===== src/rtl/lbc_pkg.sv =====
/*
 * Shared constants and types for the LED bank cycle setup block: register
 * offsets, field positions, reset values, bus address, region and bus state
 * codes and cycle counts.
 * Assumes a single 200 MHz system clock; nothing here is synthesised alone.
 */
// What this block does
// - Start code selects regions A1 through E
// - Init bits 2-0 start, bit 3 applies
// - Select registers live at 0x00-0x02
// - Five durations 0x03-0x07, brightness follows
// - High nibble second group, low first
// - Command 0x10 starts at zero, auto-increments
// - Pattern runs once registers written, no command
// - Only power-on reset restores the defaults
package lbc_pkg;

	// register offsets on the serial bus
	localparam logic [3:0] REG_SEL_A = 4'h0;
	localparam logic [3:0] REG_SEL_B = 4'h1;
	localparam logic [3:0] REG_SEL_C = 4'h2;
	localparam logic [3:0] REG_FADE_ON = 4'h3;
	localparam logic [3:0] REG_FULL_ON = 4'h4;
	localparam logic [3:0] REG_FADE_OFF = 4'h5;
	localparam logic [3:0] REG_DARK_1 = 4'h6;
	localparam logic [3:0] REG_DARK_2 = 4'h7;
	localparam logic [3:0] REG_MAX_BRIGHT = 4'h8;
	localparam logic [3:0] REG_ONE_SHOT = 4'h9;
	localparam logic [3:0] REG_INIT = 4'hA;
	localparam logic [3:0] REG_LAST = 4'hA;
	localparam int REG_COUNT = 11;

	// value of every register after power-on reset
	localparam logic [7:0] REG_RESET_VAL = 8'h00;

	// field positions
	localparam int CMD_AUTO_INC_BIT = 4;
	localparam int NIB_FIRST_LSB = 0;
	localparam int NIB_SECOND_LSB = 4;
	localparam int INIT_FIRST_REQ_BIT = 3;
	localparam int INIT_SECOND_REQ_BIT = 7;
	localparam int INIT_FIRST_START_LSB = 0;
	localparam int INIT_SECOND_START_LSB = 4;

	// seven-bit bus address of this device
	localparam logic [6:0] DEV_ADDR = 7'h45;

	// length of one fade step in time and in clock cycles
	localparam int CLK_PERIOD_PS = 5000;
	localparam int STEP_TIME_US = 1000;
	// microseconds to picoseconds, then whole clock periods
	localparam int STEP_CYCLES = (STEP_TIME_US * 1000000) / CLK_PERIOD_PS;
	// fade steps per region, one per brightness level
	localparam logic [3:0] STEPS_LAST = 4'hF;
	// dimmer period in clock cycles, 15 slots for 16 levels
	localparam logic [3:0] DIM_SLOT_LAST = 4'hE;

	// intensity cycle regions, in running order
	typedef enum logic [2:0] {
		RGN_A1 = 3'h0,
		RGN_B1 = 3'h1,
		RGN_C1 = 3'h2,
		RGN_D = 3'h3,
		RGN_A2 = 3'h4,
		RGN_B2 = 3'h5,
		RGN_C2 = 3'h6,
		RGN_E = 3'h7
	} lbc_region_e;

	// serial bus receiver states
	typedef enum logic [3:0] {
		BUS_IDLE = 4'h0,
		BUS_ADDR = 4'h1,
		BUS_ADDR_ACK = 4'h2,
		BUS_CMD = 4'h3,
		BUS_CMD_ACK = 4'h4,
		BUS_WDATA = 4'h5,
		BUS_WDATA_ACK = 4'h6,
		BUS_RDATA = 4'h7,
		BUS_RDATA_ACK = 4'h8
	} lbc_bus_state_e;

endpackage


===== src/rtl/lbc_top.sv =====
/*
 * LED bank cycle setup top: serial bus slave, register file, two group
 * sequencers and the output stage.
 * Assumes scl and sda arrive already synchronous to sys_clk_in and that the
 * system clock is much faster than the bus clock. rst_in is the power-on reset.
 */
`timescale 1ns/1ps
module lbc_top #(
	parameter int STEP_CYC = lbc_pkg::STEP_CYCLES // cycles per fade step
) (
	input wire logic sys_clk_in,
	input wire logic rst_in,
	input wire logic scl_in, // bus clock from host
	input wire logic sda_in, // bus data level
	output logic sda_out, // data drive level, always low
	output logic sda_oe_out, // high while pulling data low
	output logic [6:0] led_sink_out // high sinks LED current
);

	lbc_pkg::lbc_bus_state_e st_ff; // bus receiver state
	logic scl_q_ff; // bus clock one cycle ago
	logic sda_q_ff; // bus data one cycle ago
	logic [3:0] cnt_ff; // bits seen in this byte
	logic [7:0] shift_ff; // byte shifter
	logic oe_ff; // data line pull-down
	logic rd_mode_ff; // addressed for reading
	logic nack_ff; // host refused the last read byte
	logic [3:0] ptr_ff; // register pointer
	logic ai_ff; // auto-increment on
	logic wr_stb_ff; // one-cycle register write
	logic [3:0] wr_addr_ff;
	logic [7:0] wr_data_ff;
	logic [7:0] regs_ff [lbc_pkg::REG_COUNT]; // register file
	logic scl_rise;
	logic scl_fall;
	logic bus_start;
	logic bus_stop;
	logic byte_in; // eighth bit has been taken
	logic rd_load; // next read byte is fetched
	logic cmd_take; // command byte complete
	logic [7:0] rd_data; // register read value
	logic init_wr; // write to the init register
	logic [2:0] region0;
	logic [2:0] region1;
	logic [3:0] level0;
	logic [3:0] level1;

	// step the pointer, staying within the map
	function automatic logic [3:0] next_ptr(input logic [3:0] p);
		next_ptr = (p >= lbc_pkg::REG_LAST) ? lbc_pkg::REG_SEL_A : p + 4'h1;
	endfunction

	// pick one group's nibble from a packed register
	function automatic logic [3:0] nib(input logic [7:0] r, input logic second);
		nib = second ? r[lbc_pkg::NIB_SECOND_LSB +: 4] : r[lbc_pkg::NIB_FIRST_LSB +: 4];
	endfunction

	assign sda_out = 1'b0;
	assign sda_oe_out = oe_ff;
	assign scl_rise = scl_in & ~scl_q_ff;
	assign scl_fall = ~scl_in & scl_q_ff;
	assign bus_start = scl_in & scl_q_ff & sda_q_ff & ~sda_in;
	assign bus_stop = scl_in & scl_q_ff & ~sda_q_ff & sda_in;
	assign byte_in = cnt_ff == 4'h8;
	assign cmd_take = st_ff == lbc_pkg::BUS_CMD && scl_fall && byte_in;
	assign rd_load = scl_fall && ((st_ff == lbc_pkg::BUS_ADDR_ACK && rd_mode_ff) ||
		(st_ff == lbc_pkg::BUS_RDATA_ACK && !nack_ff));

	// previous bus levels for edge and condition detection
	always_ff @(posedge sys_clk_in or posedge rst_in) begin
		if (rst_in) begin
			scl_q_ff <= 1'b1;
			sda_q_ff <= 1'b1;
		end else begin
			scl_q_ff <= scl_in;
			sda_q_ff <= sda_in;
		end
	end

	// bus protocol engine: address, command, then data bytes
	always_ff @(posedge sys_clk_in or posedge rst_in) begin
		if (rst_in) begin
			st_ff <= lbc_pkg::BUS_IDLE;
			cnt_ff <= 4'h0;
			shift_ff <= 8'h00;
			oe_ff <= 1'b0;
			rd_mode_ff <= 1'b0;
			nack_ff <= 1'b0;
		end else if (bus_start) begin
			// start or repeated start: expect an address
			st_ff <= lbc_pkg::BUS_ADDR;
			cnt_ff <= 4'h0;
			oe_ff <= 1'b0;
		end else if (bus_stop) begin
			// stop ends the transaction
			st_ff <= lbc_pkg::BUS_IDLE;
			oe_ff <= 1'b0;
		end else begin
			unique case (st_ff)
				lbc_pkg::BUS_IDLE: begin
					oe_ff <= 1'b0;
				end
				lbc_pkg::BUS_ADDR, lbc_pkg::BUS_CMD, lbc_pkg::BUS_WDATA: begin
					if (scl_rise && !byte_in) begin
						// sample a bit, msb first
						shift_ff <= {shift_ff[6:0], sda_in};
						cnt_ff <= cnt_ff + 4'h1;
					end else if (scl_fall && byte_in) begin
						if (st_ff == lbc_pkg::BUS_ADDR) begin
							if (shift_ff[7:1] == lbc_pkg::DEV_ADDR) begin
								oe_ff <= 1'b1;
								rd_mode_ff <= shift_ff[0];
								st_ff <= lbc_pkg::BUS_ADDR_ACK;
							end else begin
								// not ours: stay off the bus until next start
								st_ff <= lbc_pkg::BUS_IDLE;
							end
						end else if (st_ff == lbc_pkg::BUS_CMD) begin
							oe_ff <= 1'b1;
							st_ff <= lbc_pkg::BUS_CMD_ACK;
						end else begin
							oe_ff <= 1'b1;
							st_ff <= lbc_pkg::BUS_WDATA_ACK;
						end
					end
				end
				lbc_pkg::BUS_ADDR_ACK: begin
					if (scl_fall) begin
						cnt_ff <= 4'h0;
						if (rd_mode_ff) begin
							// first read byte goes out straight after the ack
							shift_ff <= rd_data;
							oe_ff <= ~rd_data[7];
							st_ff <= lbc_pkg::BUS_RDATA;
						end else begin
							oe_ff <= 1'b0;
							st_ff <= lbc_pkg::BUS_CMD;
						end
					end
				end
				lbc_pkg::BUS_CMD_ACK, lbc_pkg::BUS_WDATA_ACK: begin
					if (scl_fall) begin
						// release the ack; every later byte is data
						oe_ff <= 1'b0;
						cnt_ff <= 4'h0;
						st_ff <= lbc_pkg::BUS_WDATA;
					end
				end
				lbc_pkg::BUS_RDATA: begin
					if (scl_rise) begin
						cnt_ff <= cnt_ff + 4'h1;
					end else if (scl_fall && byte_in) begin
						// hand the line to the host for its ack
						oe_ff <= 1'b0;
						st_ff <= lbc_pkg::BUS_RDATA_ACK;
					end else if (scl_fall) begin
						shift_ff <= {shift_ff[6:0], 1'b0};
						oe_ff <= ~shift_ff[6];
					end
				end
				lbc_pkg::BUS_RDATA_ACK: begin
					if (scl_rise) begin
						nack_ff <= sda_in;
					end else if (scl_fall && nack_ff) begin
						st_ff <= lbc_pkg::BUS_IDLE;
					end else if (scl_fall) begin
						cnt_ff <= 4'h0;
						shift_ff <= rd_data;
						oe_ff <= ~rd_data[7];
						st_ff <= lbc_pkg::BUS_RDATA;
					end
				end
				default: begin
					// unused codes recover to idle
					st_ff <= lbc_pkg::BUS_IDLE;
					oe_ff <= 1'b0;
				end
			endcase
		end
	end

	// register write strobe, one cycle per data byte
	always_ff @(posedge sys_clk_in or posedge rst_in) begin
		if (rst_in) begin
			wr_stb_ff <= 1'b0;
			wr_addr_ff <= 4'h0;
			wr_data_ff <= 8'h00;
		end else begin
			wr_stb_ff <= st_ff == lbc_pkg::BUS_WDATA && scl_fall && byte_in && !bus_start && !bus_stop;
			wr_addr_ff <= ptr_ff;
			wr_data_ff <= shift_ff;
		end
	end

	// register pointer, loaded by the command byte
	always_ff @(posedge sys_clk_in or posedge rst_in) begin
		if (rst_in) begin
			ptr_ff <= lbc_pkg::REG_SEL_A;
			ai_ff <= 1'b0;
		end else if (cmd_take && !bus_start && !bus_stop) begin
			ptr_ff <= shift_ff[3:0];
			ai_ff <= shift_ff[lbc_pkg::CMD_AUTO_INC_BIT];
		end else if (ai_ff && (wr_stb_ff || rd_load)) begin
			ptr_ff <= next_ptr(ptr_ff);
		end
	end

	// register file; unmapped addresses are ignored
	always_ff @(posedge sys_clk_in or posedge rst_in) begin
		if (rst_in) begin
			for (int i = 0; i < lbc_pkg::REG_COUNT; i++) begin
				regs_ff[i] <= lbc_pkg::REG_RESET_VAL;
			end
		end else if (wr_stb_ff && wr_addr_ff <= lbc_pkg::REG_LAST) begin
			regs_ff[wr_addr_ff] <= wr_data_ff;
		end
	end

	// read value; init register shows the running regions
	always_comb begin
		if (ptr_ff == lbc_pkg::REG_INIT) begin
			rd_data = {1'b0, region1, 1'b0, region0};
		end else if (ptr_ff <= lbc_pkg::REG_LAST) begin
			rd_data = regs_ff[ptr_ff];
		end else begin
			rd_data = 8'h00;
		end
	end

	assign init_wr = wr_stb_ff && wr_addr_ff == lbc_pkg::REG_INIT;

	// first group sequencer, low nibbles
	lbc_bank_seq #(
		.STEP_CYC(STEP_CYC)
	) u_seq0 (
		.sys_clk_in(sys_clk_in),
		.rst_in(rst_in),
		.init_stb_in(init_wr && wr_data_ff[lbc_pkg::INIT_FIRST_REQ_BIT]),
		.init_start_in(wr_data_ff[lbc_pkg::INIT_FIRST_START_LSB +: 3]),
		.fade_on_code_in(nib(regs_ff[lbc_pkg::REG_FADE_ON], 1'b0)),
		.full_on_code_in(nib(regs_ff[lbc_pkg::REG_FULL_ON], 1'b0)),
		.fade_off_code_in(nib(regs_ff[lbc_pkg::REG_FADE_OFF], 1'b0)),
		.dark1_code_in(nib(regs_ff[lbc_pkg::REG_DARK_1], 1'b0)),
		.dark2_code_in(nib(regs_ff[lbc_pkg::REG_DARK_2], 1'b0)),
		.max_code_in(nib(regs_ff[lbc_pkg::REG_MAX_BRIGHT], 1'b0)),
		.region_out(region0),
		.level_out(level0)
	);

	// second group sequencer, high nibbles
	lbc_bank_seq #(
		.STEP_CYC(STEP_CYC)
	) u_seq1 (
		.sys_clk_in(sys_clk_in),
		.rst_in(rst_in),
		.init_stb_in(init_wr && wr_data_ff[lbc_pkg::INIT_SECOND_REQ_BIT]),
		.init_start_in(wr_data_ff[lbc_pkg::INIT_SECOND_START_LSB +: 3]),
		.fade_on_code_in(nib(regs_ff[lbc_pkg::REG_FADE_ON], 1'b1)),
		.full_on_code_in(nib(regs_ff[lbc_pkg::REG_FULL_ON], 1'b1)),
		.fade_off_code_in(nib(regs_ff[lbc_pkg::REG_FADE_OFF], 1'b1)),
		.dark1_code_in(nib(regs_ff[lbc_pkg::REG_DARK_1], 1'b1)),
		.dark2_code_in(nib(regs_ff[lbc_pkg::REG_DARK_2], 1'b1)),
		.max_code_in(nib(regs_ff[lbc_pkg::REG_MAX_BRIGHT], 1'b1)),
		.region_out(region1),
		.level_out(level1)
	);

	// pins follow the select registers one clock later
	lbc_led_mux u_mux (
		.sys_clk_in(sys_clk_in),
		.rst_in(rst_in),
		.sel_a_in(regs_ff[lbc_pkg::REG_SEL_A]),
		.sel_b_in(regs_ff[lbc_pkg::REG_SEL_B]),
		.sel_c_in(regs_ff[lbc_pkg::REG_SEL_C]),
		.level0_in(level0),
		.level1_in(level1),
		.led_sink_out(led_sink_out)
	);

endmodule


===== src/rtl/lbc_bank_seq.sv =====
/*
 * One LED group's intensity cycle: walks the eight regions with the
 * programmed durations and gives the current intensity level.
 * Assumes the duration and brightness codes are held steady by the register
 * file and that the init strobe is a one-cycle pulse.
 */
`timescale 1ns/1ps
module lbc_bank_seq #(
	parameter int STEP_CYC = lbc_pkg::STEP_CYCLES
) (
	input wire logic sys_clk_in,
	input wire logic rst_in,
	input wire logic init_stb_in, // restart the cycle
	input wire logic [2:0] init_start_in, // region to restart at
	input wire logic [3:0] fade_on_code_in,
	input wire logic [3:0] full_on_code_in,
	input wire logic [3:0] fade_off_code_in,
	input wire logic [3:0] dark1_code_in,
	input wire logic [3:0] dark2_code_in,
	input wire logic [3:0] max_code_in,
	output logic [2:0] region_out,
	output logic [3:0] level_out
);

	lbc_pkg::lbc_region_e region_ff; // current region
	logic [3:0] step_ff; // fade step inside the region
	logic [31:0] cyc_ff; // cycles inside the step
	logic [31:0] step_len; // cycles per step for this region
	logic [3:0] code; // duration code of this region
	logic [3:0] ramp; // step capped at the maximum

	// duration code that governs a region
	function automatic logic [3:0] dur_of(input lbc_pkg::lbc_region_e r, input logic [3:0] fon,
		input logic [3:0] full, input logic [3:0] foff, input logic [3:0] d1, input logic [3:0] d2);
		unique case (r)
			lbc_pkg::RGN_A1, lbc_pkg::RGN_A2: dur_of = fon;
			lbc_pkg::RGN_B1, lbc_pkg::RGN_B2: dur_of = full;
			lbc_pkg::RGN_C1, lbc_pkg::RGN_C2: dur_of = foff;
			lbc_pkg::RGN_D: dur_of = d1;
			lbc_pkg::RGN_E: dur_of = d2;
		endcase
	endfunction

	assign code = dur_of(region_ff, fade_on_code_in, full_on_code_in, fade_off_code_in,
		dark1_code_in, dark2_code_in);
	assign step_len = 32'(code) * 32'(STEP_CYC);
	assign ramp = (step_ff > max_code_in) ? max_code_in : step_ff;
	assign region_out = region_ff;

	// region walk; a zero code passes the region at once
	always_ff @(posedge sys_clk_in or posedge rst_in) begin
		if (rst_in) begin
			region_ff <= lbc_pkg::RGN_A1;
			step_ff <= 4'h0;
			cyc_ff <= 32'h0;
		end else if (init_stb_in) begin
			region_ff <= lbc_pkg::lbc_region_e'(init_start_in);
			step_ff <= 4'h0;
			cyc_ff <= 32'h0;
		end else if (code == 4'h0 || (step_ff == lbc_pkg::STEPS_LAST && cyc_ff + 32'h1 >= step_len)) begin
			region_ff <= lbc_pkg::lbc_region_e'(3'(region_ff + 3'h1));
			step_ff <= 4'h0;
			cyc_ff <= 32'h0;
		end else if (cyc_ff + 32'h1 >= step_len) begin
			step_ff <= step_ff + 4'h1;
			cyc_ff <= 32'h0;
		end else begin
			cyc_ff <= cyc_ff + 32'h1;
		end
	end

	// level: ramp up, hold at max, ramp down, dark
	always_comb begin
		unique case (region_ff)
			lbc_pkg::RGN_A1, lbc_pkg::RGN_A2: level_out = ramp;
			lbc_pkg::RGN_B1, lbc_pkg::RGN_B2: level_out = max_code_in;
			lbc_pkg::RGN_C1, lbc_pkg::RGN_C2: level_out = max_code_in - ramp;
			lbc_pkg::RGN_D, lbc_pkg::RGN_E: level_out = 4'h0;
		endcase
	end

endmodule


===== src/rtl/lbc_led_mux.sv =====
/*
 * Output stage: dimmer slot counter and the per-pin source choice from the
 * three select registers.
 * Assumes open-drain LED pins, where a high sink output pulls the pin low.
 */
`timescale 1ns/1ps
module lbc_led_mux (
	input wire logic sys_clk_in,
	input wire logic rst_in,
	input wire logic [7:0] sel_a_in,
	input wire logic [7:0] sel_b_in,
	input wire logic [7:0] sel_c_in,
	input wire logic [3:0] level0_in, // first group intensity
	input wire logic [3:0] level1_in, // second group intensity
	output logic [6:0] led_sink_out
);

	logic [3:0] slot_ff; // dimmer slot
	logic [6:0] sink_ff; // registered pin drive
	logic [6:0] nxt_sink;
	logic [2:0] src; // per-pin source code
	logic on0; // first group dimmer lit
	logic on1; // second group dimmer lit

	assign on0 = level0_in > slot_ff;
	assign on1 = level1_in > slot_ff;
	assign led_sink_out = sink_ff;

	// dimmer slot counter, 15 slots per period
	always_ff @(posedge sys_clk_in or posedge rst_in) begin
		if (rst_in) begin
			slot_ff <= 4'h0;
		end else if (slot_ff == lbc_pkg::DIM_SLOT_LAST) begin
			slot_ff <= 4'h0;
		end else begin
			slot_ff <= slot_ff + 4'h1;
		end
	end

	// pin source: 00x off, 01x on, 1x0 first group, 1x1 second group
	always_comb begin
		nxt_sink = 7'h00;
		src = 3'h0;
		for (int i = 0; i < 7; i++) begin
			src = {sel_c_in[i], sel_b_in[i], sel_a_in[i]};
			if (src[2]) begin
				nxt_sink[i] = src[0] ? on1 : on0;
			end else begin
				nxt_sink[i] = src[1];
			end
		end
	end

	// registered pins, released at reset
	always_ff @(posedge sys_clk_in or posedge rst_in) begin
		if (rst_in) begin
			sink_ff <= 7'h00;
		end else begin
			sink_ff <= nxt_sink;
		end
	end

endmodule


===== config.mk =====
export PLATFORM = sky130hd
export DESIGN_NAME = lbc_top
export DESIGN_NICKNAME = d
export VERILOG_FILES = /design/src/rtl/lbc_pkg.sv /design/src/rtl/lbc_top.sv /design/src/rtl/lbc_bank_seq.sv /design/src/rtl/lbc_led_mux.sv
export SDC_FILE = /design/constraint.sdc
export NUM_CORES = 1
export LEC_CHECK = 0
export BUFFER_PORTS_ARGS = -buffer_cell sky130_fd_sc_hd__buf_4
export CAP_MARGIN = 20
export CORE_MARGIN = 2
export CORE_UTILIZATION = 24
export CTS_BUF_LIST = sky130_fd_sc_hd__clkbuf_16
export CTS_CLUSTER_SIZE = 20
export DETAILED_ROUTE_END_ITERATION = 10
export PLACE_DENSITY = 0.46
export SETUP_SLACK_MARGIN = 0.4
export SLEW_MARGIN = 20
export SYNTH_ARGS = -nofsm -noshare
export SYNTH_HDL_FRONTEND = slang
export SYNTH_SLANG_ARGS = --single-unit

===== constraint.sdc =====
create_clock -name sys_clk_in -period 8.8 [get_ports sys_clk_in]
set_clock_uncertainty 0.2 [all_clocks]
set_input_delay 1.76 -clock sys_clk_in [delete_from_list [all_inputs] [get_ports sys_clk_in]]
set_output_delay 1.76 -clock sys_clk_in [all_outputs]
set_load 0.03 [all_outputs]

Word-level counts from Yosys, hierarchy flattened:

Cells that the tools add are included.

* bitwise logic cells: 18
* equal/unequal tests: 56
* mux-type cells: 98
* shifts and indexed selects: 0
* $mul: 2
* reduce and logical (&&, ||, !) cells: 59
* $add $sub $neg: 11
* magnitude comparators: 12
* div/mod/pow operators: 0

Operators by type and width (count)
* 32-bit 2-to-1 mux: 6
* 4-bit 2-to-1 mux: 31
* 8-bit 2-to-1 mux: 14
* 88-bit bitwise mux: 1
* 32-bit by 1-bit adder with 32-bit output (second input constant): 2
* 32-bit by 22-bit greater-or-equal comparator with 1-bit output: 2
* 4-bit case mux with 4 select lines: 3
* 4-bit case mux with 5 select lines: 2
* 4-bit inequality test (second input constant): 9
* 8-bit binary-select mux with 4-bit select: 1
* 8-bit demux with 4-bit select: 1
* 4-bit by 12-bit multiplier with 16-bit output (second input constant): 2
* 8-bit case mux with 4 select lines: 1
* 1-bit 2-to-1 mux: 29
* 4-bit equality test (second input constant): 7
* 3-bit equality test (second input constant): 8
* 4-bit case mux with 6 select lines: 1
* 1-bit logical AND: 22
* 4-bit by 1-bit adder with 4-bit output (second input constant): 5
* 2-bit inequality test (second input constant): 10
* 2-bit OR reduction: 9
* 4-bit by 3-bit equality test with 1-bit output (second input constant): 4
* 4-bit greater-than comparator: 4
* 3-bit 2-to-1 mux: 5
* other kinds (34): 77

* memories kept: 0
* bits in latches: 0
* bits in writable memories: 0
* memory bits (read-only): 0
* input bits: 4
* logic and storage cells: 288
* bits in registers: 216

Depth between registers and ports, before layout:

Gate-level depths: netlist of run 1.

* word-level depth: 13
* mapped depth: 28
* gate-level depth less buffers: 26

Cells and area by module:

From an unflattened synthesis of run 1, not the netlist that was laid out.

* cells, all modules: 1294
* area, all modules: 13497.9 um2

Modules (own cells, without submodules)
* lbc_top: cells an instance 460, instances 1, area an instance 5869.4 um2, sequential area each 2980.4 um2
* lbc_bank_seq (u_seq1): cells an instance 379, instances 1, area an instance 3428.3 um2, sequential area each 975.9 um2
* lbc_bank_seq (u_seq0): cells an instance 371, instances 1, area an instance 3377.0 um2, sequential area each 975.9 um2
* lbc_led_mux: cells an instance 84, instances 1, area an instance 823.3 um2, sequential area each 275.3 um2

Worst setup path after synthesis of run 1:

No wires, ideal clock.

* kind: reg2reg
* start point: reg u_seq0.region_ff[0] (netlist: u_seq0.region_out[0])
* end point: reg u_seq0.region_ff[0] (netlist: u_seq0.region_out[0])
* setup time: 0.138 ns
* setup slack: 3.444 ns
* arrival time: 5.018 ns
* stages on the path, launching flop included: 26
* period minus slack after synthesis: 5.356 ns
* cells stage by stage: dfrtp_1 -> inv_1 -> ha_1 -> buf_1 -> mux2_2 -> ha_1 -> xnor2_1 -> ha_1 -> a21o_1 -> ha_1 -> a21o_1 -> a21oi_1 -> o21bai_1 -> a21oi_1 -> o31ai_1 -> a21oi_1 -> xor2_1 -> ha_1 -> nand4_1 -> nor3_1 -> nand2_1 -> nand4_1 -> nor4b_2 -> and3_1 -> buf_2 -> o221ai_1

* word-level cells in the longest chain between the ends: 8

Ends and longest elaborated chain
* from (decl): line lbc_bank_seq.sv:25 `lbc_pkg::lbc_region_e region_ff;`
* from (signal assigned): line lbc_bank_seq.sv:53 `region_ff <= lbc_pkg::RGN_A1;`
* from (signal assigned): line lbc_bank_seq.sv:57 `region_ff <= lbc_pkg::lbc_region_e'(init_start_in);`
* from (signal assigned): line lbc_bank_seq.sv:61 `region_ff <= lbc_pkg::lbc_region_e'(3'(region_ff + 3'h1));`
* 3-bit by 2-bit equality test with 1-bit output, or another cell as far along: line lbc_bank_seq.sv:35 `unique case (r)`
* 2-bit OR reduction: line lbc_bank_seq.sv:35
* 4-bit case mux with 5 select lines: line lbc_bank_seq.sv:35
* 4-bit by 12-bit multiplier with 16-bit output: line lbc_bank_seq.sv:46 `assign step_len = 32'(code) * 32'(STEP_CYC);`
* 32-bit by 22-bit greater-or-equal comparator with 1-bit output: line lbc_bank_seq.sv:60 `end else if (code == 4'h0 || (step_ff == lbc_pkg::STEPS_LAST && cyc_ff + 32'h1 >= step_len)) begin`
* 1-bit logical AND: line lbc_bank_seq.sv:60
* 1-bit logical OR: line lbc_bank_seq.sv:60
* 2-bit nonzero test (no line)

Several ways; a longest one is shown, not always the timed one. The select of a mux whose other input is x is not followed.
A chain may end at the register's enable or synchronous reset.

Final worst setup path of run 1:

Same ends and word-level chain as after synthesis.

==> results of run 1 <==
## cells in the final DEF, fill, tap and decap left out, types with 22 or more instances in the layout
master / instances
sky130_fd_sc_hd__a21oi_1: 54
sky130_fd_sc_hd__and2_1: 41
sky130_fd_sc_hd__and3_1: 23
sky130_fd_sc_hd__clkbuf_16: 25
sky130_fd_sc_hd__dfrtp_1: 206
sky130_fd_sc_hd__ha_1: 116
sky130_fd_sc_hd__inv_1: 62
sky130_fd_sc_hd__mux2_2: 104
sky130_fd_sc_hd__mux2i_1: 29
sky130_fd_sc_hd__nand2_1: 95
sky130_fd_sc_hd__nand2b_1: 22
sky130_fd_sc_hd__nand3_1: 40
sky130_fd_sc_hd__nand4_1: 22
sky130_fd_sc_hd__nor2_1: 81
sky130_fd_sc_hd__o21ai_0: 52
sky130_fd_sc_hd__xnor2_1: 33
sky130_fd_sc_hd__xor2_1: 37
## path summary, 6_finish.rpt
check	from	endpoint	slack, ns
worst max-delay path	u_seq0.region_out[0]	u_seq0.region_out[0]	2.49
worst min-delay path	shift_ff[7]	wr_data_ff[7]	0.20
worst max register to register	u_seq0.region_out[0]	u_seq0.region_out[0]	2.49
worst min register to register	shift_ff[7]	wr_data_ff[7]	0.20
max in group asynchronous	rst_in	regs_ff[32]	5.93
min in group asynchronous	rst_in	regs_ff[47]	1.07
## worst reg2reg max path, cell delays in order, from the launching register on
cell	delay [ns]
sky130_fd_sc_hd__dfrtp_1	0.44
sky130_fd_sc_hd__inv_1	0.13
sky130_fd_sc_hd__ha_1	0.51
sky130_fd_sc_hd__mux2i_1	0.33
sky130_fd_sc_hd__inv_1	0.13
sky130_fd_sc_hd__ha_1	0.23
sky130_fd_sc_hd__xnor2_1	0.13
sky130_fd_sc_hd__ha_1	0.18
sky130_fd_sc_hd__a21o_1	0.15
sky130_fd_sc_hd__ha_1	0.32
sky130_fd_sc_hd__a21o_1	0.19
sky130_fd_sc_hd__a21oi_1	0.23
sky130_fd_sc_hd__o21bai_1	0.09
sky130_fd_sc_hd__a21oi_1	0.28
sky130_fd_sc_hd__o31ai_1	0.16
sky130_fd_sc_hd__a21oi_1	0.21
sky130_fd_sc_hd__xor2_1	0.22
sky130_fd_sc_hd__ha_1	0.29
sky130_fd_sc_hd__nand4_1	0.12
sky130_fd_sc_hd__nor3_1	0.06
sky130_fd_sc_hd__nand2_1	0.09
sky130_fd_sc_hd__nand4_1	0.11
sky130_fd_sc_hd__nor4b_2	0.50
sky130_fd_sc_hd__and3_1	0.67
sky130_fd_sc_hd__o221ai_1	0.20
## stage by stage
stage               hold slack [ns]  instances
floorplan                     0.163       1317
global placement              0.173       2036
detailed placement            0.183       2036
CTS                           0.196       2080
global route                  0.229       2080
finish                        0.196       2080
## flip-flops by register name, summed over array words and instances (netlist names), 7 cells and up
register / flops
wr_data_ff: 8
shift_ff: 8
regs_ff: 80
u_seq0.cyc_ff: 32
u_seq1.cyc_ff: 32
u_mux.led_sink_out: 7
## routing by layer
metal | share of wire | track usage
met2 | 0.50 | 0.208
met4 | 0.025 | 0.0309
met5 | 0 | 0
met3 | 0.024 | 0.0148
met1 | 0.46 | 0.148
## logic make-up (layout without fill, tap and decap cells)
logic type,after synthesis,after routing,share of synthesized area
mux,149,149,0.137
xor+xnor,70,70,0.0460
buf+inv,105,120,0.0309
other cells,1,21,0.000281
fa+ha+maj,118,118,0.112
flops,208,208,0.391
compound gates,252,252,0.126
simple gates,394,394,0.158
## layout make-up
type	instances	area share
timing repair buffer	16	0.00797
inverter	60	0.0154
clock inverter	19	0.0110
multi-input combinational	1004	0.517
tap	748	0.0621
clock buffer	25	0.0415
sequential	208	0.345
## power by group through the flow
| stage | registers (uW) | clock network [uW] | logic [uW] |
|---|---|---|---|
| after floorplan | 1050 | 0 | 142 |
| after global placement | 1130 | 0 | 133 |
| after detailed placement | 1130 | 0 | 135 |
| after CTS | 1110 | 1060 | 137 |
| after global routing | 1120 | 1100 | 152 |
| final | 1110 | 1030 | 133 |
==> impl_summary.md, run 1 <==
Run status
The flow ran to the end, and the final reports show no timing, DRC or antenna violations.

Synthesis
Counting every instance in the synthesized netlist gives 1297. The most frequent cell after synthesis is sky130_fd_sc_hd__dfrtp_1. Counting instances in the post-synthesis netlist gives the leading cell types as 206 x sky130_fd_sc_hd__dfrtp_1, 116 x sky130_fd_sc_hd__ha_1, 104 x sky130_fd_sc_hd__mux2_2.

A synthesized cell averages 10.3 um^2. The synthesized design spends more area on one cell type than any other, namely sky130_fd_sc_hd__dfrtp_1. The proportion of netlist area held by the largest area contributor is 0.387.

Yosys mapped a number of flops with a built-in enable equal to 0. The primary flip-flop cell chosen by synthesis mapping is sky130_fd_sc_hd__dfrtp_1. In this run, synthesis produced a sequential element count of 208. In the post-synthesis netlist, the biggest area contributors are sky130_fd_sc_hd__dfrtp_1 39%, sky130_fd_sc_hd__ha_1 11%, sky130_fd_sc_hd__mux2_2 8.8%.

The post-synthesis instance area is 13300 um^2. The share of flip-flops with an asynchronous set or reset is 1.00. For this run, the number of Yosys warnings is 0. After synthesis, the netlist uses 76 different library cells.

The share of the yosys chip area belonging to registers is 0.391.

Clocking
The clock passes through at most 3 buffers. The number of sinks handled by clock tree synthesis is 208. Buffers inserted to repair hold after CTS numbered 0. The clock reaches the later pin of the worst-skew pair after 0.54 ns. The number of buffers added by the clock tree synthesis step is 25.

The clock-pin slew of the registers on the worst-case setup and hold paths is 0.06 ns. CTS built an H-tree with a depth of 1. The CTS tree is done. In this run the clock root is driven by a sky130_fd_sc_hd__clkbuf_16.

The post-CTS resize count is 0. The number of buffers inserted by post-CTS setup repair is 0.

Power
The analysis attributes to net switching a power of 600 uW. For this design the static power due to leakage is 0.00684 uW. The internal power consumption is 1670 uW. Power comes to 2270 uW. The share of total power dissipated in combinational logic is 0.059. The power per cell area is 151 nW/um^2. The part of the total power dissipated in sequential elements is 0.489. Of the total power, the share spent switching nets is 0.264. The worst-case IR drop observed on VDD is 0.139 mV. Of the total power, the clock network draws 0.452.

STA
The fmax is 0.158 GHz. The portion of the clock cycle consumed by the worst path in the final layout is 0.717. The final-report max-slew violation count came to 0. Setup repair after global routing left no endpoint under its margin. The number of endpoints with negative hold slack in the final report is 0. The minimum clock period after layout is 6.31 ns. The setup TNS is 0 ns.

At the pin with the least slew margin, the transition time is 1.06 ns. The post-route worst setup slack is 2.49 ns. The relative slew slack is 0.288. Setup violations remaining at the end of the flow were counted as 0.

Critical path
The highest fanout seen on the critical path is 21. The largest single stage delay on the critical path is 0.67 ns. On the critical path the largest part of the delay comes from simple AND/OR/NAND/NOR gates. The required time reported for the critical path endpoint is 8.97 ns. The critical path in this run is classified as flop to flop. For this design, the slowest cell found on the critical path is sky130_fd_sc_hd__and3_1. STA classifies the critical path endpoint as a flop. The critical path goes through inv_1, ha_1, mux2i_1, inv_1, ha_1, xnor2_1, ha_1, a21o_1, ha_1, a21o_1, a21oi_1, o21bai_1, a21oi_1, o31ai_1, a21oi_1, xor2_1, ha_1, nand4_1, nor3_1, nand2_1, nand4_1, nor4b_2, and3_1, o221ai_1. The cell count along the critical path is 24.

The critical path arrival is 6.48 ns. The most prevalent standard cell on the critical path is sky130_fd_sc_hd__ha_1. The category of the worst setup path launch point is a flop.

Together, buffers and inverters on the worst path number 2. The depth of the worst register-to-register path is 24.

Die
The starting density of the core is 0.243. 13 I/O pins were placed. The height of the die is 240 um. The area of the placeable core is 55000 um^2.

The die span in x is 240 um. The initialized floorplan defines 86 standard-cell rows. The floorplan step defined a die boundary enclosing 57500 um^2.

GRT
Entering global routing, the biggest net connects 74 pins. The number of antenna violations at the first check in global routing is 0. The number of global-route vias before repair was 9880. In the global route stage, overall resource usage came out at 0.117. The first global-routing pass estimated 54.2 mm of wire. After global routing the overflow that remains totals 0.

Drt
The wire length per cell is 15.8 um. The routed layout has 9703 vias. The final wirelength is 32.8 mm. The total iterations of the first detailed-routing run is 5. The mean number of vias per cell is 4.66. Once detail routing completed, the nets flagged for antenna violations numbered 0.

The detailed-route DRC error count is 0. The detailed router finished its first iteration with 454 violations.

Layout
Summing all multi-input logic gate instances after layout gives 7790 um^2. Measured on the finished design, the core utilization comes to 0.274. The area occupied by registers is 5210 um^2. The net count of the finished layout is 1437. The share of cells above drive strength 1 is 0.147.

The layout has 5763 filler cells. The area growth from synthesis to layout is 13.1%. The area of all placed cells without fillers is 15100 um^2. The antenna diode count is 0.

Hold path
The worst hold path was traced through 0 stages. The min-delay analysis places its worst path in the category flop to flop.

Place
OpenSTA, run right after detailed placement, puts the worst setup slack at 2.44 ns. After legalization and detailed placement, the total HPWL measured 23.7 mm. The final weighted congestion in routability-driven placement is 0.806. Port buffering added 11 buffers. In this run the cell area measured after placement is 14300 um^2.

Run
The max-capacitance violation count is 0.
Note: power is estimated with default switching activity, not from simulation.
==> run 2, diff against run 1 <==
Settings changed: ABC_AREA from default to 1, PLACE_DENSITY 0.46 to 0.48.
Clock period 8.8 ns to 5.6 ns, I/O delays scaled along.
==> impl_summary.md, run 2 <==
Die
The area of the placeable core is 56300 um^2. The height of the die is 242 um. The die covers 58700 um^2. The initial utilization of the core area, before any placement, comes to 0.242. The die span in x is 242 um. The initialized floorplan defines 87 standard-cell rows. During I/O placement, the number of pins put on the boundary was 13.

Synthesis
In the synthesized netlist the dominant register cell turns out to be sky130_fd_sc_hd__dfrtp_1. The biggest area contributor in the post-synthesis netlist is sky130_fd_sc_hd__dfrtp_1. The synthesized-area fraction occupied by ao, oa, aoi and oai cells was 0.144. Of the total synthesized cell area, the portion taken by AND, OR, NAND and NOR gates is 0.242. The flip-flop and latch count after synthesis is 208. Of the synthesized area, sequential elements account for 0.382.

The fraction of synthesized cell area in xor and xnor cells is 0.0405. The mean area per synthesized cell is 7.58 um^2. The distinct cell type count after synthesis is 48. The number of synthesized flops with an enable pin is 0.

Of the total synthesized cell area, the portion taken by full adders, half adders and majority gates is 0.109. Yosys instantiated no cell more often than sky130_fd_sc_hd__nand2_1. In this run the cell area of the synthesized design comes to 13600 um^2. Synthesis produced a netlist whose cell count is 1797. After synthesis, the most frequently instantiated cells are 425 x sky130_fd_sc_hd__nand2_1, 240 x sky130_fd_sc_hd__inv_1, 220 x sky130_fd_sc_hd__o21ai_0.

After synthesis, the largest family of logic cells by area is simple AND/OR/NAND/NOR gates. After synthesis, the share of cell area in mux cells is 0. Yosys printed 0 warnings. After synthesis, the share of flip-flops with an asynchronous set or reset is 1.00. Ranked by total cell area, the synthesized netlist is headed by sky130_fd_sc_hd__dfrtp_1 38%, sky130_fd_sc_hd__nand2_1 12%, sky130_fd_sc_hd__ha_1 11%. The proportion of netlist area held by the largest area contributor is 0.378.

Layout
The largest registers in the layout are regs_ff: 80 flops, u_seq0.cyc_ff: 32 flops, u_seq1.cyc_ff: 32 flops. The net count reported at finish is 1987. In the final layout, the share of cells above drive strength 1 is 0.128.

In the layout the commonest cells are 411 x sky130_fd_sc_hd__nand2_1, 234 x sky130_fd_sc_hd__inv_1, 214 x sky130_fd_sc_hd__o21ai_0, 202 x sky130_fd_sc_hd__dfrtp_1, 140 x sky130_fd_sc_hd__nor2_1. The number of cells in the finished layout apart from fillers is 2638. More flip-flops sit in one register than any other, and that register is regs_ff.

The antenna diode count is 0. The commonest non-fill, non-tap cell in the layout is sky130_fd_sc_hd__nand2_1. Compared with the post-synthesis result, the final layout area differs by 20.9%. After routing the design area is 16500 um^2. The utilization of the core after routing is 0.293.

The layout filler cell count is 6051. The register with the most flip-flops in the layout has 80 of them.

GRT
The pin count of the biggest net entering global routing is 172. The first global-routing pass estimated 60.8 mm of wire. The number of antenna violations at the first check in global routing was 0. The number of global-route vias before repair is 11600.

The total global routing overflow is 0. The global-route total usage across every layer is 0.126.

Clocking
The hold-fix buffer count after cts is 0. The maximum clock insertion buffer count is 3. In this run the clock root is driven by a sky130_fd_sc_hd__clkbuf_16. CTS built an H-tree with a depth of 1.

TritonCTS built the clock tree. Clock tree synthesis inserted a total of 28 buffers. The clock insertion delay at the later pin of the skew report is 0.59 ns. The number of sinks handled by clock tree synthesis is 208.

After clock tree synthesis, the clock-pin slew on the worst setup and hold paths is 0.06 ns.

STA
The fmax is 0.193 GHz. At the pin with the least slew margin, the transition time is 1.04 ns. Setup violations remaining at the end of the flow were counted as 0. The relative slew slack is 0.310. The worst path in the final design needs a cycle of 5.17 ns, including I/O delays and setup. The post-route worst setup slack is 0.426 ns. Of the available clock period, the critical path in the final layout requires 0.924.

Setup repair after global routing could not meet its margin everywhere. The number of endpoints with negative hold slack in the final report was 0. The final-report max-slew violation count came to 0. Final hold analysis gives a worst-case slack of 0.202 ns.

Critical path
In this run the register-to-register setup slack is 0.43 ns. The largest individual stage delay along the critical path comes from the cell sky130_fd_sc_hd__dfrtp_2. The critical path arrival is 5.45 ns. Along the worst path, the maximum fanout reaches 7. The critical path is of the flop to flop type. The peak per-stage delay on the critical path is 0.46 ns. The worst register-to-register path has a depth of 34. The category of the worst setup path launch point is a flop. Together, buffers and inverters on the worst path number 4.

On the critical path the largest part of the delay comes from simple AND/OR/NAND/NOR gates. The kind of end point of the critical path is a flop. The most prevalent standard cell on the critical path is sky130_fd_sc_hd__nand2_1.

The terminus of the critical flop-to-flop path is u_seq1.step_ff[3]. The required time reported for the critical path endpoint is 5.88 ns. The critical register-to-register path startpoint is u_seq1.region_out[1]. The critical path startpoint is u_seq1.region_out[1].

Place
The final weighted congestion in routability-driven placement is 0.833. The post-place instance area is 14700 um^2. OpenSTA, run right after detailed placement, puts the worst setup slack at -0.0176 ns. Counting tap cells, the placed design contains a total of 2560 instances.

The number of buffers inserted by port buffering is 11. Detailed placement finished with a half-perimeter wire length of 27.0 mm.

Drt
After detailed routing, the number of vias per cell comes to 4.53. After detailed routing, the average wire length per cell comes to 14.3 um. The detailed router finished its first iteration with 739 violations. After detailed routing, the number of remaining DRC violations is 0.

The remaining antenna violation count is 0. Before antenna repair, the detailed router went through 6 iterations. The via total after detailed routing is 11900. Wires add up to 37.8 mm.

Power
The worst ir drop on vdd is 0.228 mV. In this run the power density over the cells is 410 nW/um^2. The total leakage power is 0.00746 uW.

Hold path
The startpoint identified for the worst hold timing path is shift_ff[7]. For hold timing, the worst endpoint is wr_data_ff[7]. The path class of the tightest hold or removal check is flop to flop.

The worst hold path depth is 0.

Run status
The flow ran to the end, and the final reports show no timing, DRC or antenna violations.

Run
The max-capacitance violation count is 0.
## run 2: cell types whose count changed after synthesis, sizes merged, moves of 39 or more
cell,change
nand2,+337
inv,+185
o21ai,+171
mux2,-104
nor2,+97
and2,-39
## run 2: worst reg2reg max path, delay by kind of cell (launching register included)
family                     cells  cell delay (ns)
AOI/OAI and AO/OA              8             1.18
DFF                            1             0.46
adders and majority gates      5             1.06
and+or+nand+nor               15             1.38
buffers and inverters          4             0.44
xor gates and xnor gates       2             0.32
## run 2: cell families (layout without fill, tap and decap cells)
group	count (synthesis)	in the layout
simple gates	761	762
compound gates	362	362
buf+inv	284	348
flops	208	208
fa+ha+maj	118	118
xor+xnor	63	63
other cells	1	21
## run 2: layout make-up
type / count / area, um^2 / area share
sequential: 208 / 5210 / 0.317
tap: 756 / 946 / 0.0575
clock inverter: 19 / 166 / 0.0101
multi-input combinational: 1326 / 7960 / 0.483
inverter: 247 / 933 / 0.0567
timing repair buffer: 54 / 547 / 0.0332
clock buffer: 28 / 701 / 0.0426
## run 2: worst max path at each step
stage | slack [ns] | endpoint | depth (start not counted)
CTS | 0.38 | u_seq0.cyc_ff[11] | 32
detailed placement | -0.02 | u_seq1.region_out[2] | 34
finish | 0.43 | u_seq1.step_ff[3] | 34
floorplan | 0.50 | u_seq0.cyc_ff[12] | 31
global route | 0.08 | u_seq1.step_ff[3] | 35
global placement | 0.15 | u_seq1.region_out[2] | 34
## run 2: timing repair
| action | 4_1_cts | 5_1_grt |
|---|---|---|
| setup buffers | 7 | 17 |
| resized for setup | 24 | 119 |
| pin swaps | 7 | 54 |
| setup endpoints to repair | 58 | 58 |
| cloned | 0 | 7 |
## run 2: metrics by stage
step	setup TNS (ns)	power, uW
6_report	0	6740
5_1_grt	0	7330
4_1_cts	0	6340
2_1_floorplan	0	3750
3_3_place_gp	0	4440
3_5_place_dp	-0.0176	4500
## run 2: metal layers
| metal | vias to the layer above | part of all wire | routed length (um) | track usage |
|---|---|---|---|---|
| met4 | 0 | 0.027 | 1010 | 0.0403 |
| li1 | 5986 | - | - | - |
| met3 | 56 | 0.037 | 1400 | 0.0179 |
| met2 | 207 | 0.47 | 17900 | 0.211 |
| met1 | 5694 | 0.46 | 17500 | 0.165 |
| met5 | - | 0 | 0 | 0 |
## run 2: report_power, final
part / internal [uW] / switching (uW)
combinational: 1340 / 1940
clock: 993 / 710
sequential: 1630 / 130
==> run 3, diff against run 2 <==
Settings changed: ABC_AREA 1 to default.
==> impl_summary.md, run 3 (synthesis gave the netlist of run 1 again) <==
Drt
The via total after detailed routing is 9878. The number of design-rule violations left by the first detailed-router iteration is 532. In the final routed layout, each cell accounts on average for 15.2 um. Wires add up to 32.3 mm.

The detailed-route DRC error count is 0. For this run, the detailed router's first-pass iteration total came to 5. Dividing the detail-routed via count by the number of cells gives 4.63. The count of nets left with antenna violations once routing finished came out at 0.

Critical path
The required time reported for the critical path endpoint is 5.82 ns. Counting cells, the worst reg-to-reg path comes to 27. Along the worst path, the maximum fanout reaches 5.

The worst setup path is launched from a flop. The terminus of the critical flop-to-flop path is u_seq0.region_out[0]. In this run the critical register-to-register path is launched from u_seq0.region_out[0]. STA classifies the critical path endpoint as a flop. The critical path class is flop to flop. STA puts the critical path data arrival time at 5.43 ns.

The internal reg-to-reg setup slack is 0.39 ns.

Clocking
The maximum clock insertion buffer count is 3. Clock-pin slew was measured on the worst setup and hold paths at 0.06 ns. The cell at the root of the clock tree is sky130_fd_sc_hd__clkbuf_16. The H-tree depth is 1. The number of clock buffers added by TritonCTS is 25. TritonCTS built the clock tree. At the later pin of the worst-skew pair, clock insertion delay measures 0.55 ns. The number of sinks handled by clock tree synthesis is 208.

Power
In this run the static leakage power is 0.00709 uW. Dividing total power by cell area gives a power density of 219 nW/um^2. The worst ir drop on vdd is 0.204 mV.

Place
Before CTS, the worst setup slack after placement is -0.0260 ns. The post-place instance area is 14400 um^2. The final weighted congestion in routability-driven placement is 0.807. Buffers placed on the I/O ports in this run total 11. The wire-length estimate of the detail-placed layout is 23.0 mm. The number of placed instances, taps included, is 2053.

STA
The post-route worst setup slack is 0.385 ns. The final-report max-slew violation count was 0. The final number of setup-violating endpoints is 0. In the finished design, the share of the clock period the worst path needs comes to 0.931. The number of endpoints with negative hold slack in the final report was 0. The relative slew slack is 0.295. The tightest hold path in the finished design has a slack of 0.237 ns. Setup repair after global routing could not meet its margin everywhere. The fmax is 0.192 GHz. The minimum clock period after layout is 5.21 ns. For the pin with the worst max-slew slack, the measured transition is 1.06 ns.

Layout
The utilization of the core after routing is 0.292. With fillers left out, the area of the finished cells amounts to 16000 um^2. The library cell used most frequently in the layout, excluding fill and tap cells, is sky130_fd_sc_hd__dfrtp_1. The share of cells above drive strength 1 is 0.242.

The net count reported at finish is 1488. The largest register by flop count is regs_ff. The antenna diode count is 0. In the layout the commonest cells are 203 x sky130_fd_sc_hd__dfrtp_1, 101 x sky130_fd_sc_hd__mux2_2, 95 x sky130_fd_sc_hd__nand2_1, 92 x sky130_fd_sc_hd__ha_1, 72 x sky130_fd_sc_hd__nor2_1.

The area growth from synthesis to layout is 20.4%. The largest registers in the layout are regs_ff: 80 flops, u_seq0.cyc_ff: 32 flops, u_seq1.cyc_ff: 32 flops. The number of cells in the finished layout apart from fillers is 2133. The register with the most flip-flops in the layout has 80 of them.

Die
During I/O placement, the number of pins put on the boundary was 13. The area of the placeable core is 55000 um^2. The starting density of the core is 0.243. Row generation in the floorplan step produced 86 rows.

The die span in x is 240 um. The die is 240 um tall. The die covers 57500 um^2.

Run status
The run finished with clean final reports.

Hold path
The end of the worst hold path is wr_data_ff[5]. The worst hold path depth is 0. The worst hold path belongs to the class flop to flop. The worst hold path begins at shift_ff[5].

GRT
The total global routing overflow is 0. In the global route stage, overall resource usage came out at 0.114. Entering global routing, the biggest net connects 133 pins. The number of antenna violations at the first check in global routing is 0. The number of global-route vias before repair was 9950. The first global-routing pass estimated 53.3 mm of wire.

Run
Across the run, the number of max-cap violations was 0.
run 3: changes by cell type in the layout (fill, tap and decap cells not counted), moves of 28 or more:
| cell | change |
|---|---|
| sky130_fd_sc_hd__inv_1 | -177 |
| sky130_fd_sc_hd__a21oi_1 | -28 |
| sky130_fd_sc_hd__o21ai_0 | -169 |
| sky130_fd_sc_hd__and2_1 | +39 |
| sky130_fd_sc_hd__nor2_1 | -68 |
| sky130_fd_sc_hd__nand2_1 | -316 |
| sky130_fd_sc_hd__mux2_2 | +101 |
run 3: layer usage:
| layer | track usage | vias up | routed length (um) |
|---|---|---|---|
| met5 | 0 | - | 0 |
| met4 | 0.0250 | 0 | 618 |
| met3 | 0.0171 | 44 | 930 |
| met2 | 0.201 | 112 | 16100 |
| met1 | 0.146 | 4870 | 14700 |
| li1 | - | 4852 | - |
run 3: how the worst max path moves through the flow:
stage                                    start                    to  depth (start not counted)
after global routing      u_seq0.region_out[0]  u_seq0.region_out[0]                         27
after global placement    u_seq0.region_out[0]  u_seq0.region_out[1]                         26
after detailed placement  u_seq1.region_out[0]  u_seq1.region_out[0]                         25
final                     u_seq0.region_out[0]  u_seq0.region_out[0]                         27
after CTS                 u_seq1.region_out[0]  u_seq1.region_out[0]                         26
after floorplan           u_seq0.region_out[0]  u_seq0.region_out[0]                         26
run 3: worst max-delay path, cell delays in order (launching register included):
cell                       delay, ns
sky130_fd_sc_hd__dfrtp_2        0.47
sky130_fd_sc_hd__ha_4           0.20
sky130_fd_sc_hd__ha_4           0.18
sky130_fd_sc_hd__a22oi_2        0.11
sky130_fd_sc_hd__nand2_1        0.09
sky130_fd_sc_hd__mux2i_2        0.21
sky130_fd_sc_hd__inv_2          0.12
sky130_fd_sc_hd__ha_4           0.19
sky130_fd_sc_hd__xnor2_2        0.13
sky130_fd_sc_hd__ha_2           0.17
sky130_fd_sc_hd__a21o_1         0.18
sky130_fd_sc_hd__ha_4           0.24
sky130_fd_sc_hd__a31oi_4        0.20
sky130_fd_sc_hd__o21bai_2       0.10
sky130_fd_sc_hd__a21oi_2        0.18
sky130_fd_sc_hd__nor2b_2        0.06
sky130_fd_sc_hd__o2111a_1       0.24
sky130_fd_sc_hd__o21ai_2        0.14
sky130_fd_sc_hd__xor2_1         0.17
sky130_fd_sc_hd__ha_1           0.27
sky130_fd_sc_hd__nand4_1        0.12
sky130_fd_sc_hd__nor3_1         0.06
sky130_fd_sc_hd__nand2_1        0.09
sky130_fd_sc_hd__nand4_1        0.16
sky130_fd_sc_hd__nor4b_4        0.33
sky130_fd_sc_hd__and3_4         0.26
sky130_fd_sc_hd__buf_6          0.13
sky130_fd_sc_hd__o221ai_1       0.10
run 3: repair_timing:
item | 4_1_cts | 5_1_grt
hold buffers | 0 | 0
setup endpoints to repair | 65 | 65
buffers inserted | 21 | 12
pin swaps | 27 | 43
gates cloned | 0 | 1
resized for setup | 56 | 66
run 3: power breakdown:
part	leakage [uW]	switching [uW]	internal (uW)
Sequential	0.00280	164	1580
Combinational	0.00389	108	99.2
Clock	0.000400	662	904
run 3: final cells by class:
| class | instances | area (um^2) |
|---|---|---|
| clock inverters | 21 | 155 |
| inverters | 60 | 229 |
| repair buffers | 67 | 563 |
| flip-flops and latches | 208 | 5210 |
| clock buffers | 25 | 626 |
| multi-input cells | 1004 | 8330 |
| well taps | 748 | 936 |
| fillers | 5723 | 38900 |
run 3: stage by stage:
| stage | setup TNS [ns] | power [uW] |
|---|---|---|
| 2_1_floorplan | 0 | 1880 |
| 3_3_place_gp | 0 | 1980 |
| 3_5_place_dp | -0.0630 | 1980 |
| 4_1_cts | 0 | 3580 |
| 5_1_grt | 0 | 3680 |
| 6_report | 0 | 3520 |
